===== src/verilog/rqdec_pkg.sv =====
// package: descriptor field layout, part tags, register map and reset values
package rqdec_pkg;

  // ****************************************
  // descriptor field positions
  // ****************************************
  localparam int FCB_LSB = 0;        // frame control byte, word 0 bits 7..0
  localparam int RQC_LSB = 8;        // request class, word 0 bits 11..8
  localparam int CFC_LSB = 12;       // confirm class, word 0 bits 15..12
  localparam int CNT_LSB = 16;       // frame count, word 0 bits 23..16
  localparam int TAG_LSB = 30;       // part tag, word 1 bits 31..30
  localparam int CFC_DONE = 0;       // confirm on completion bit of class
  localparam int CFC_INTER = 1;      // intermediate confirm bit of class
  localparam int CFC_FULL = 2;       // full confirm select bit of class
  localparam int CFC_RPT = 3;        // repeat bit of class

  typedef enum logic [1:0] {
    RQDEC_MID = 2'b00,
    RQDEC_LAST = 2'b01,
    RQDEC_FIRST = 2'b10,
    RQDEC_ONLY = 2'b11
  } rqdec_tag_t;

  // frame control codes that call for claim or beacon frames
  localparam logic [7:0] FCB_CLAIM = 8'hc3;
  localparam logic [7:0] FCB_BEACON = 8'hc2;

  // ****************************************
  // register map, byte addresses
  // ****************************************
  localparam logic [7:0] ADR_STAT = 8'h00;   // sticky events, write one to clear
  localparam logic [7:0] ADR_MASK = 8'h04;   // interrupt mask
  localparam logic [7:0] ADR_CTRL = 8'h08;   // transparency, ring state
  localparam logic [7:0] ADR_CLS0 = 8'h0c;   // channel 0 latched fields
  localparam logic [7:0] ADR_CLS1 = 8'h10;   // channel 1 latched fields
  localparam logic [3:0] RST_MASK = 4'h0;
  localparam logic [2:0] RST_CTRL = 3'h0;
  localparam logic [1:0] RST_TAG = 2'b11;    // as if an only part had ended
  localparam logic [1:0] RESP_OK = 2'b00;
  localparam logic [1:0] RESP_ERR = 2'b10;

  // status bits: 0,1 inconsistency per channel; 2,3 unserviceable per channel
  localparam int ST_BAD = 0;
  localparam int ST_USR = 2;
endpackage


===== src/verilog/rqdec_check.sv =====
// descriptor part order checker for one request channel
module rqdec_check (
  input wire logic [1:0] prev_tag,   // tag of previous fetched part
  input wire logic [1:0] new_tag,    // tag of part being loaded
  input wire logic [3:0] req_class,  // request class of part being loaded
  output logic bad                   // part is inconsistent
);
  logic starts;
  logic prev_closed;

  // a first or only part opens a request; last or only closes one
  always_comb begin
    starts = new_tag[1];
    prev_closed = prev_tag[0];
    bad = 1'b0;
    if (!starts && prev_closed) begin
      bad = 1'b1;
    end else if (new_tag == rqdec_pkg::RQDEC_FIRST && req_class == 4'h0) begin
      bad = 1'b1;
    end else if (new_tag == rqdec_pkg::RQDEC_FIRST && !prev_closed) begin
      bad = 1'b1;
    end
  end
endmodule


===== src/verilog/rqdec_fcdec.sv =====
// frame control byte decoder for claim and beacon requests
module rqdec_fcdec (
  input wire logic [7:0] fcb,   // frame control byte
  output logic claim,           // claim frame requested
  output logic beacon           // beacon frame requested
);
  // decoded whatever the transparency setting is
  always_comb begin
    claim = (fcb == rqdec_pkg::FCB_CLAIM);
    beacon = (fcb == rqdec_pkg::FCB_BEACON);
  end
endmodule


===== src/verilog/rqdec_top.sv =====
// request descriptor decoder with axi4-lite status and control registers
// Summary of operation
// - non-opening part after closed request is inconsistent
// - inconsistency aborts request, status reported
// - frame control byte used unless transparent
// - request class sampled on first/only
// - drive latched class while requesting token
// - class conflict sets unserviceable flag
// - confirm class sampled on first/only
// - bit 12 enables completion confirmation
// - bit 13 enables intermediate confirmation
// - bit 14 selects full or transmitter
// - bit 15 repeats first frame until abort; here an abort clears repeat_ff for one cycle only
// - part tag decode first/middle/last/only
// - first needs class and closed predecessor
// - word 0 bits 23..16 frame count
module rqdec_top (
  input wire logic clock,                      // system clock, 50 MHz
  input wire logic rst_n,                      // async reset, active low
  input wire logic desc_valid,                 // descriptor words loaded
  input wire logic desc_chan,                  // 0 = channel zero, 1 = channel one
  input wire logic [31:0] desc_word0,          // descriptor word 0
  input wire logic [31:0] desc_word1,          // descriptor word 1
  input wire logic token_req,                  // ring engine token request phase
  input wire logic token_chan,                 // channel requesting token
  input wire logic svc_end,                    // end of a service opportunity
  input wire logic req_done,                   // current request completed
  input wire logic [7:0] rx_fcb,               // received frame control byte
  input wire logic rx_valid,                   // received byte valid
  input wire logic [7:0] awaddr,               // axi write address
  input wire logic awvalid,                    // axi write address valid
  output logic awready,                        // axi write address ready
  input wire logic [31:0] wdata,               // axi write data
  input wire logic [3:0] wstrb,                // axi write strobes
  input wire logic wvalid,                     // axi write data valid
  output logic wready,                         // axi write data ready
  output logic [1:0] bresp,                    // axi write response
  output logic bvalid,                         // axi write response valid
  input wire logic bready,                     // axi write response ready
  input wire logic [7:0] araddr,               // axi read address
  input wire logic arvalid,                    // axi read address valid
  output logic arready,                        // axi read address ready
  output logic [31:0] rdata,                   // axi read data
  output logic [1:0] rresp,                    // axi read response
  output logic rvalid,                         // axi read valid
  input wire logic rready,                     // axi read ready
  output logic [3:0] ring_request_class_lines, // class to ring engine
  output logic claim_request_line,             // claim request
  output logic beacon_request_line,            // beacon request
  output logic [7:0] tx_fcb_ff,                // frame control byte for transmit
  output logic abort_ff,                       // request aborted, pulse
  output logic [1:0] cnf_status_ff,            // confirmation request status
  output logic cnf_write_ff,                   // write a confirmation, pulse
  output logic cnf_full_ff,                    // confirmation type full
  output logic repeat_ff,                      // repeat first frame
  output logic [7:0] frame_count_ff,           // frames in output stream
  output logic rx_match_ff,                    // received fcb matched
  output logic irq                             // interrupt, level
);
  // ****************************************
  // per-channel state and shared registers
  // ****************************************
  logic [1:0] tag_ff [2];
  logic [3:0] rqc_ff [2];
  logic [3:0] cfc_ff [2];
  logic [7:0] fcb_ff [2];
  logic [3:0] stat_ff;
  logic [3:0] mask_ff;
  logic [2:0] ctrl_ff;  // bit0 transparency, bits 2:1 ring restricted/claim state
  logic [3:0] rrcl_ff;
  logic claim_ff;
  logic beacon_ff;
  logic irq_ff;
  logic [1:0] new_tag;
  logic [3:0] new_rqc;
  logic bad;
  logic claim_d;
  logic beacon_d;
  logic usr_hit;
  logic [3:0] set_ev;
  logic [3:0] tok_cls;

  assign new_tag = desc_word1[rqdec_pkg::TAG_LSB +: 2];
  assign new_rqc = desc_word0[rqdec_pkg::RQC_LSB +: 4];

  rqdec_check u_check (
    .prev_tag(tag_ff[desc_chan]),
    .new_tag(new_tag),
    .req_class(new_rqc),
    .bad(bad)
  );

  rqdec_fcdec u_fcdec (
    .fcb(desc_word0[rqdec_pkg::FCB_LSB +: 8]),
    .claim(claim_d),
    .beacon(beacon_d)
  );

  // ****************************************
  // descriptor latching
  // ****************************************
  // tag always remembered, so a broken stream keeps being checked part by part
  always_ff @(posedge clock or negedge rst_n) begin
    if (!rst_n) begin
      for (int i = 0; i < 2; i++) begin
        tag_ff[i] <= rqdec_pkg::RST_TAG;
        rqc_ff[i] <= 4'h0;
        cfc_ff[i] <= 4'h0;
        fcb_ff[i] <= 8'h00;
      end
    end else if (desc_valid) begin
      tag_ff[desc_chan] <= new_tag;
      if (new_tag[1] && !bad) begin
        rqc_ff[desc_chan] <= new_rqc;
        cfc_ff[desc_chan] <= desc_word0[rqdec_pkg::CFC_LSB +: 4];
        fcb_ff[desc_chan] <= desc_word0[rqdec_pkg::FCB_LSB +: 8];
      end
    end
  end

  // per-part outputs: frame count, transmit byte, claim/beacon lines
  always_ff @(posedge clock or negedge rst_n) begin
    if (!rst_n) begin
      frame_count_ff <= 8'h00;
      tx_fcb_ff <= 8'h00;
      claim_ff <= 1'b0;
      beacon_ff <= 1'b0;
    end else if (desc_valid && !bad) begin
      frame_count_ff <= desc_word0[rqdec_pkg::CNT_LSB +: 8];
      claim_ff <= claim_d;
      beacon_ff <= beacon_d;
      // transparent mode lets the frame data supply its own byte
      tx_fcb_ff <= ctrl_ff[0] ? 8'h00 : desc_word0[rqdec_pkg::FCB_LSB +: 8];
    end
  end

  // abort and exception status for the confirmation writer
  always_ff @(posedge clock or negedge rst_n) begin
    if (!rst_n) begin
      abort_ff <= 1'b0;
      cnf_status_ff <= 2'b00;
    end else begin
      abort_ff <= desc_valid && bad;
      if (desc_valid) begin
        cnf_status_ff <= bad ? 2'b11 : 2'b00;
      end
    end
  end

  // ****************************************
  // token request and confirmation control
  // ****************************************
  assign tok_cls = rqc_ff[token_chan];
  // restricted classes conflict with a claiming ring; restricted-only with any nonzero class
  assign usr_hit = token_req && ((ctrl_ff[1] && tok_cls[3] && tok_cls[0]) ||
                                 (ctrl_ff[2] && tok_cls != 4'h0));

  always_ff @(posedge clock or negedge rst_n) begin
    if (!rst_n) begin
      rrcl_ff <= 4'h0;
    end else begin
      rrcl_ff <= token_req ? tok_cls : 4'h0;
    end
  end

  // confirmation writes; repeat follows the class repeat bit, low one cycle after an abort or a completion
  always_ff @(posedge clock or negedge rst_n) begin
    if (!rst_n) begin
      cnf_write_ff <= 1'b0;
      cnf_full_ff <= 1'b0;
      repeat_ff <= 1'b0;
    end else begin
      cnf_write_ff <= (req_done && cfc_ff[token_chan][rqdec_pkg::CFC_DONE]) ||
                      (svc_end && cfc_ff[token_chan][rqdec_pkg::CFC_INTER]) ||
                      (desc_valid && bad);
      cnf_full_ff <= cfc_ff[token_chan][rqdec_pkg::CFC_FULL];
      if (desc_valid && bad) begin
        repeat_ff <= 1'b0;
      end else begin
        // channel one stays idle under repeat on channel zero, host side
        repeat_ff <= cfc_ff[token_chan][rqdec_pkg::CFC_RPT] && !req_done;
      end
    end
  end

  // received frame byte compared only when not transparent
  always_ff @(posedge clock or negedge rst_n) begin
    if (!rst_n) begin
      rx_match_ff <= 1'b0;
    end else begin
      rx_match_ff <= rx_valid && !ctrl_ff[0] && (rx_fcb == fcb_ff[token_chan]);
    end
  end

  // ****************************************
  // axi4-lite slave
  // ****************************************
  logic aw_hold;
  logic w_hold;
  logic [7:0] aw_ff;
  logic [31:0] wd_ff;
  logic [3:0] ws_ff;
  logic wr_go;
  logic wr_stat;
  logic [3:0] w1c;

  assign wr_go = aw_hold && w_hold && !bvalid;
  assign wr_stat = wr_go && aw_ff == rqdec_pkg::ADR_STAT && ws_ff[0];
  assign w1c = wr_stat ? wd_ff[3:0] : 4'h0;
  assign set_ev = {usr_hit && token_chan, usr_hit && !token_chan,
                   desc_valid && bad && desc_chan, desc_valid && bad && !desc_chan};

  always_ff @(posedge clock or negedge rst_n) begin
    if (!rst_n) begin
      aw_hold <= 1'b0;
      w_hold <= 1'b0;
      aw_ff <= 8'h00;
      wd_ff <= 32'h0000_0000;
      ws_ff <= 4'h0;
      bvalid <= 1'b0;
      bresp <= rqdec_pkg::RESP_OK;
      awready <= 1'b0;
      wready <= 1'b0;
    end else begin
      // readies are flops: low once taken, high again when the response is gone
      if (awvalid && awready) begin
        awready <= 1'b0;
      end else if (!aw_hold && (!bvalid || bready)) begin
        awready <= 1'b1;
      end
      if (wvalid && wready) begin
        wready <= 1'b0;
      end else if (!w_hold && (!bvalid || bready)) begin
        wready <= 1'b1;
      end
      if (awvalid && awready) begin
        aw_hold <= 1'b1;
        aw_ff <= awaddr;
      end
      if (wvalid && wready) begin
        w_hold <= 1'b1;
        wd_ff <= wdata;
        ws_ff <= wstrb;
      end
      if (wr_go) begin
        aw_hold <= 1'b0;
        w_hold <= 1'b0;
        bvalid <= 1'b1;
        bresp <= (aw_ff == rqdec_pkg::ADR_STAT || aw_ff == rqdec_pkg::ADR_MASK ||
                  aw_ff == rqdec_pkg::ADR_CTRL) ? rqdec_pkg::RESP_OK : rqdec_pkg::RESP_ERR;
      end else if (bvalid && bready) begin
        bvalid <= 1'b0;
      end
    end
  end

  // control registers; status set beats the write-one clear
  always_ff @(posedge clock or negedge rst_n) begin
    if (!rst_n) begin
      stat_ff <= 4'h0;
      mask_ff <= rqdec_pkg::RST_MASK;
      ctrl_ff <= rqdec_pkg::RST_CTRL;
    end else begin
      stat_ff <= (stat_ff & ~w1c) | set_ev;
      if (wr_go && ws_ff[0] && aw_ff == rqdec_pkg::ADR_MASK) begin
        mask_ff <= wd_ff[3:0];
      end
      if (wr_go && ws_ff[0] && aw_ff == rqdec_pkg::ADR_CTRL) begin
        ctrl_ff <= wd_ff[2:0];
      end
    end
  end

  always_ff @(posedge clock or negedge rst_n) begin
    if (!rst_n) begin
      arready <= 1'b0;
      rvalid <= 1'b0;
      rdata <= 32'h0000_0000;
      rresp <= rqdec_pkg::RESP_OK;
    end else begin
      arready <= arvalid && !arready && !rvalid;
      if (arvalid && arready) begin
        rvalid <= 1'b1;
        rresp <= rqdec_pkg::RESP_OK;
        if (araddr == rqdec_pkg::ADR_STAT) begin
          rdata <= {28'h0, stat_ff};
        end else if (araddr == rqdec_pkg::ADR_MASK) begin
          rdata <= {28'h0, mask_ff};
        end else if (araddr == rqdec_pkg::ADR_CTRL) begin
          rdata <= {29'h0, ctrl_ff};
        end else if (araddr == rqdec_pkg::ADR_CLS0) begin
          rdata <= {14'h0, tag_ff[0], cfc_ff[0], rqc_ff[0], fcb_ff[0]};
        end else if (araddr == rqdec_pkg::ADR_CLS1) begin
          rdata <= {14'h0, tag_ff[1], cfc_ff[1], rqc_ff[1], fcb_ff[1]};
        end else begin
          rdata <= 32'h0000_0000;
          rresp <= rqdec_pkg::RESP_ERR;
        end
      end else if (rvalid && rready) begin
        rvalid <= 1'b0;
      end
    end
  end

  always_ff @(posedge clock or negedge rst_n) begin
    if (!rst_n) begin
      irq_ff <= 1'b0;
    end else begin
      // a set mask bit silences its event
      irq_ff <= |(((stat_ff & ~w1c) | set_ev) & ~mask_ff);
    end
  end

  always_comb begin
    ring_request_class_lines = rrcl_ff;
    claim_request_line = claim_ff;
    beacon_request_line = beacon_ff;
    irq = irq_ff;
  end
endmodule

===== config.mk =====
export PLATFORM = sky130hd
export DESIGN_NAME = rqdec_top
export DESIGN_NICKNAME = d
export VERILOG_FILES = /design/src/verilog/rqdec_pkg.sv /design/src/verilog/rqdec_check.sv /design/src/verilog/rqdec_fcdec.sv /design/src/verilog/rqdec_top.sv
export SDC_FILE = /design/constraint.sdc
export NUM_CORES = 1
export LEC_CHECK = 0
export BUFFER_PORTS_ARGS = -buffer_cell sky130_fd_sc_hd__clkbuf_2
export CORE_ASPECT_RATIO = 2
export CORE_MARGIN = 4
export CORE_UTILIZATION = 38
export CTS_CLUSTER_DIAMETER = 40
export DETAILED_ROUTE_END_ITERATION = 7
export GPL_TIMING_DRIVEN = 0
export MAX_ROUTING_LAYER = met4
export PLACE_DENSITY_LB_ADDON = 0.25
export SETUP_SLACK_MARGIN = 0.15
export SLEW_MARGIN = 20
export SYNTH_ARGS = -nofsm -noshare
export SYNTH_HDL_FRONTEND = slang
export SYNTH_HIERARCHICAL = 1
export SYNTH_SLANG_ARGS = --single-unit
export TNS_END_PERCENT = 20

===== constraint.sdc =====
create_clock -name clock -period 5.8 [get_ports clock]
set_input_delay 1.16 -clock clock [delete_from_list [all_inputs] [get_ports clock]]
set_output_delay 1.16 -clock clock [all_outputs]
set_load 0.01 [all_outputs]

==> results by group, run 1 <==
CTS
  – Clock transition at path regs: ~0.050 ns
  – CTS tree: built
  – Post-CTS setup buffer count: 0
  – CTS Hold Buffers Added: 0
  – Clk Latency, worst-skew pair: just over 0.4 ns
  – CTS Root Cell: clkbuf_16
  – Clk sinks: ~120
  – Post_cts resized: 0
  – Max clock buf depth: 2
  – CTS buffer count: 17
  – H-tree depth: 4

Floorplanning
  – Full die area: around 16,000 um2
  – # rows: 60
  – Number of top-level pins: 209
  – Initial core utilization: 0.388
  – Die Y: about 170 um
  – Die X: a little over 90 um
  – Core footprint: 13,500 um2

Detailed routing
  – Initial DRC count: 137
  – Routed Wire Length: roughly 13,000 um
  – Drt wl/cell: between 15 and 20 um
  – Residual DRC: 0
  – Vias: around 3,800
  – Detail-routed via count per cell: roughly 5.1
  – Final ANT Viol Nets: 0
  – Drt first pass iters: 5

Layout
  – Most frequent standard cell in the layout excluding fill and tap cells: clkbuf_2
  – Share of layout cells above drive strength 1: 0.439
  – Most frequent cells in the layout: 120 x clkbuf_2, 112 x dfrtp_1, 69 x mux2_2, 32 x nand2_1, 29 x mux2i_1
  – # diodes: 0
  – Final core occ: 0.502
  – P&R area growth vs syn: 29.2%
  – Filler instances: around 1,200
  – Final #Nets: 721

Worst setup path
  – Crit Path Category: input port to flop
  – Critical path endpoint category: flop
  – Worst reg2reg setup slack: between 3 and 4 ns
  – CP required: a little over 6 ns
  – CP max FO: 10
  – Type of origin of the critical path: input port
  – Worst EP arrival: roughly 3.7 ns

Place
  – HPWL Detailed: 10,100 um
  – PortBufs: 121
  – Gpl congestion: around 0.87

Timing
  – Hold_ws: 0.475 ns
  – Max-slew violations: 0
  – Setup TNS: 0 ns
  – Fmax: between 0.2 and 0.3 GHz
  – Final setup fails: 0
  – Max-slew headroom: 0.547
  – Final Critical Period: 3.36 ns
  – Fin crit share: 0.579
  – Clock skew: 0.00761 ns
  – Worst-margin pin slew: between 0.6 and 0.7 ns
  – Fin. Hold Viols: 0
  – RSZ-0062 raised after global routing: false

Global routing
  – Largest net degree at the start of global routing: between 60 and 70
  – Vias in the first global route: ~4,100
  – Overall Global Routing Usage: 0.177
  – Grt total ovfl: 0
  – Initial antenna violation count: 0
  – First-pass GRT wire length: between 20,000 and 25,000 um

Logic synthesis
  – Synth warn: 6
  – Syn avg cell area: about 12 um2
  – Post-synthesis cell area: roughly 5200 um2
  – Post-Syn Instances: 427

Status
  – Status: completed

Pwr
  – Sequential share of power: 0.405
  – Internal Power: ~2.1 mW
  – Lkg Pwr: around 3.2 nW
  – Logic pwr share: 0.183
  – Sw Share: 0.266
  – Net Sw Power: 0.750 mW
  – PwrDens: between 400 and 500 nW/um2
  – VDD IR max: 0.221 mV
  – Clock share of power: 0.412

Flow run
  – Max-Cap Viols: 0

Worst hold path
  – Worst Hold Class: flop to flop
registers in the layout (all words and copies together) (netlist names), 3 cells and up:
register / flops
mask_ff: 4
aw_ff: 8
rdata: 18
rqc_ff: 8
fcb_ff: 16
stat_ff: 4
wd_ff: 4
ring_request_class_lines: 4
cfc_ff: 8
tag_ff: 4
frame_count_ff: 8
ctrl_ff: 3
tx_fcb_ff: 8
worst paths after layout:
| check | endpoint | cells after the start | from |
|---|---|---|---|
| hold reg to reg | rdata[8] | 2 | rdata[8] |
| max in group asynchronous | tag_ff[3] | 2 | rst_n |
| setup reg to reg | frame_count_ff[5] | 7 | tag_ff[0] |
| min in group asynchronous | frame_count_ff[4] | 1 | rst_n |
| setup / recovery | frame_count_ff[5] | 7 | desc_word0[8] |
| hold / removal | rdata[8] | 2 | rdata[8] |
through the flow:
stage               std cells  setup slack (ns)  instance area [um2]  power, mW
floorplan                 442              2.59                 5310       1.47
global placement          718              1.92                 6100       1.65
detailed placement        719              1.99                 6140       1.68
CTS                       750              2.41                 6780       2.85
global route              750              2.24                 6780       2.96
finish                    750              2.44                 6780       2.82
worst max-delay path: stages:
cell and delay (ns):
clkbuf_2 0.12, or4_1 0.55, a221oi_2 0.49, nand2b_1 0.20
clkbuf_1 0.36, clkbuf_1 0.38, mux2_2 0.38
per-layer routing:
layer	up-vias	global-route usage	routed length (um)
met1	1846	0.174	4560
li1	1794	-	-
met2	142	0.317	7340
met3	34	0.0403	761
met5	-	-	0
met4	0	0.0963	510
layout make-up:
cell class,instances,area (um2),area share
plain buffers,33,200,0.0295
clock buffers,19,433,0.0638
clock inverters,12,210,0.0310
inverters,8,30.0,0.00443
multi-input cells,285,2170,0.319
flip-flops and latches,116,2910,0.429
well taps,155,194,0.0286
repair buffers,122,642,0.0946
power groups by stage:
stage          clock, mW  sequential [mW]  combinational [mW]
6_report            1.16             1.14               0.516
5_1_grt             1.22             1.17               0.574
4_1_cts             1.18             1.14               0.526
3_5_place_dp           0             1.16               0.524
3_3_place_gp           0             1.15               0.505
2_1_floorplan          0             1.14               0.329
Note: power is estimated with default switching activity, not from simulation.
==> inputs of run 2 (changes only) <==
==> constraint.sdc (replaced) <==
create_clock -name clock -period 2.7 [get_ports clock]
set_input_delay 0.54 -clock clock [delete_from_list [all_inputs] [get_ports clock]]
set_output_delay 0.54 -clock clock [all_outputs]
set_load 0.01 [all_outputs]
==> results by group, run 2 (synthesized netlist as in run 1, its figures left out) <==
Place
  – Gpl congestion: 0.881 (was 0.869)
  – Setup slack after placement: -0.391 ns (was 1.99 ns)
  – HPWL Detailed: 9870 um (was 10,100 um)
  – PortBufs: 121 (unchanged)

CTS
  – CTS Root Cell: clkbuf_16 (unchanged)
  – CTS buffer count: 17 (unchanged)
  – Clk Latency, worst-skew pair: 0.41 ns (about the same)
  – Clock transition at path regs: 0.06 ns (was 0.05 ns)
  – Clk sinks: 116 (unchanged)
  – Max clock buf depth: 2 (unchanged)
  – CTS tree: built (unchanged)
  – H-tree depth: 4 (unchanged)

Timing
  – Final setup fails: 0 (unchanged)
  – Fmax: slightly above 0.4 GHz
  – Max-slew violations: 0 (unchanged)
  – Max-slew headroom: 0.568 (was 0.547)
  – Final WS setup: 0.280 ns (was 2.44 ns)
  – Worst-margin pin slew: 0.641 ns (was 0.672 ns)
  – Setup TNS: 0 ns (unchanged)
  – Final Critical Period: around 2.4 ns
  – RSZ-0062 raised after global routing: false (unchanged)
  – Fin crit share: 0.896
  – Fin. Hold Viols: 0 (unchanged)
  – Clock skew: 0.00912 ns (was 0.00761 ns)

Floorplanning
  – Die X: 91.1 um (unchanged)
  – Die Y: 174 um (unchanged)
  – # rows: 60 (unchanged)
  – Initial core utilization: 0.388 (unchanged)
  – Number of top-level pins: 209 (unchanged)
  – Core footprint: 13,500 um2 (unchanged)
  – Full die area: 15,900 um2 (unchanged)

Pwr
  – Clock share of power: 0.416 (was 0.412)
  – Sequential share of power: 0.402 (was 0.405)
  – Net Sw Power: 1.62 mW (was 0.750 mW)
  – PwrDens: 889 nW/um2 (was 416 nW/um2)
  – VDD IR max: 0.545 mV (was 0.221 mV)
  – Internal Power: 4.50 mW (was 2.07 mW)
  – Sw Share: 0.265 (was 0.266)
  – Lkg Pwr: 3.28 nW (was 3.25 nW)
  – Logic pwr share: 0.182 (was 0.183)

Global routing
  – Vias in the first global route: 4,069 (was 4,139)
  – Overall Global Routing Usage: 0.175 (was 0.177)
  – Largest net degree at the start of global routing: 92 (was 62)
  – Grt total ovfl: 0 (unchanged)
  – First-pass GRT wire length: 20,900 um (was 21,100 um)
  – Initial antenna violation count: 0 (unchanged)

Worst setup path
  – Crit Path Category: input port to flop (unchanged)
  – Critical path endpoint category: flop (unchanged)
  – Reg2reg start: tag_ff[2] (was tag_ff[0])
  – Type of origin of the critical path: input port (unchanged)
  – R2R cell count: 6 (was 7)
  – Worst reg2reg setup slack: 0.30 ns (was 3.08 ns)
  – CP required: 2.98 ns (was 6.09 ns)
  – CP max FO: 10 (unchanged)
  – Reg-to-reg endpoint: fcb_ff[2] (was frame_count_ff[5])
  – Worst EP arrival: 2.70 ns (was 3.65 ns)

Layout
  – Most frequent cells in the layout: 122 x clkbuf_2, 112 x dfrtp_1, 69 x mux2_2, 32 x nand2_1, 29 x mux2i_1 (was 120 x clkbuf_2, 112 x dfrtp_1, 69 x mux2_2, 32 x nand2_1, 29 x mux2i_1)
  – Most frequent standard cell in the layout excluding fill and tap cells: clkbuf_2 (unchanged)
  – # diodes: 0 (unchanged)
  – Max FFs per register: 18 (unchanged)
  – Final core occ: 0.509 (was 0.502)
  – Biggest regs: rdata (18), fcb_ff (16) (unchanged)
  – Biggest register: rdata (unchanged)
  – Final #Nets: 728 (was 721)
  – Share of layout cells above drive strength 1: 0.449 (was 0.439)
  – Filler instances: 1,235 (was 1,229)
  – P&R area growth vs syn: 31.1% (was 29.2%)

Worst hold path
  – Worst Hold Class: input port to flop (was flop to flop)
  – Hold Crit Depth: 2 (unchanged)
  – Worst hold path startpoint: req_done (was rdata[8])
  – Hold Crit Endpoint: repeat_ff (was rdata[8])

Status
  – Status: completed (unchanged)

Detailed routing
  – Initial DRC count: 90 (was 137)
  – Vias: 3,803 (was 3,816)
  – Drt wl/cell: 17.1 um (was 17.6 um)
  – Residual DRC: 0 (unchanged)
  – Routed Wire Length: 12,900 um (was 13,200 um)
  – Final ANT Viol Nets: 0 (unchanged)
  – Detail-routed via count per cell: 5.02 (was 5.09)
  – Drt first pass iters: 4 (was 5)

Flow run
  – Max-Cap Viols: 0 (unchanged)
## run 2: what timing repair did
action | in CTS | in global routing
hold buffers | 1 | 0
setup buffers | 0 | 6
gates resized for setup | 2 | 0
endpoints found under the hold margin | 10 | 0
endpoints found under the setup margin | 17 | 10
pin swaps | 0 | 0
gates cloned | 0 | 0
## run 2: worst max-delay path, stage by stage
cell,delay [ns]
clkbuf_2,0.10
or4_1,0.60
a221oi_4,0.39
nand3b_1,0.33
buf_2,0.36
mux2_2,0.37
## run 2: final cells by class
class / count / area (um2) / area share
Buffer: 33 / 203 / 0.0294
Clock buffer: 19 / 443 / 0.0644
Clock inverter: 13 / 230 / 0.0334
Inverter: 8 / 30.0 / 0.00436
Multi-Input combinational cell: 285 / 2180 / 0.316
Sequential cell: 116 / 2910 / 0.422
Tap cell: 155 / 194 / 0.0282
Timing Repair Buffer: 129 / 697 / 0.101
## run 2: worst max path at each step
stage | start | to | slack (ns)
2_1_floorplan | desc_word0[9] | frame_count_ff[3] | 0.19
6_report | desc_word0[9] | fcb_ff[2] | 0.28
5_1_grt | desc_word0[9] | fcb_ff[3] | 0.21
4_1_cts | desc_word0[9] | fcb_ff[2] | 0.21
3_5_place_dp | desc_word0[9] | frame_count_ff[5] | -0.39
3_3_place_gp | rst_n | cnf_write_ff | -0.59
## run 2: power groups by stage
stage	sequential, mW	clock, mW	combinational (mW)
2_1_floorplan	2.45	0	0.706
3_3_place_gp	2.46	0	1.08
3_5_place_dp	2.49	0	1.12
4_1_cts	2.47	2.60	1.13
5_1_grt	2.52	2.68	1.24
6_report	2.46	2.55	1.11
## run 2: layer usage
layer / GRT usage / wire length (um)
met5: - / 0
met4: 0.0718 / 314
met3: 0.0424 / 602
met2: 0.320 / 7430
met1: 0.176 / 4590
## run 2: metrics by stage
step | std cells | cell area, um2 | power (mW) | hold WS, ns
finish | 758 | 6880 | 6.12 | 0.307
CTS | 752 | 6840 | 6.20 | 0.288
global route | 758 | 6880 | 6.44 | 0.295
global placement | 718 | 6110 | 3.54 | 0.462
floorplan | 442 | 5310 | 3.16 | 0.244
detailed placement | 719 | 6140 | 3.61 | 0.439
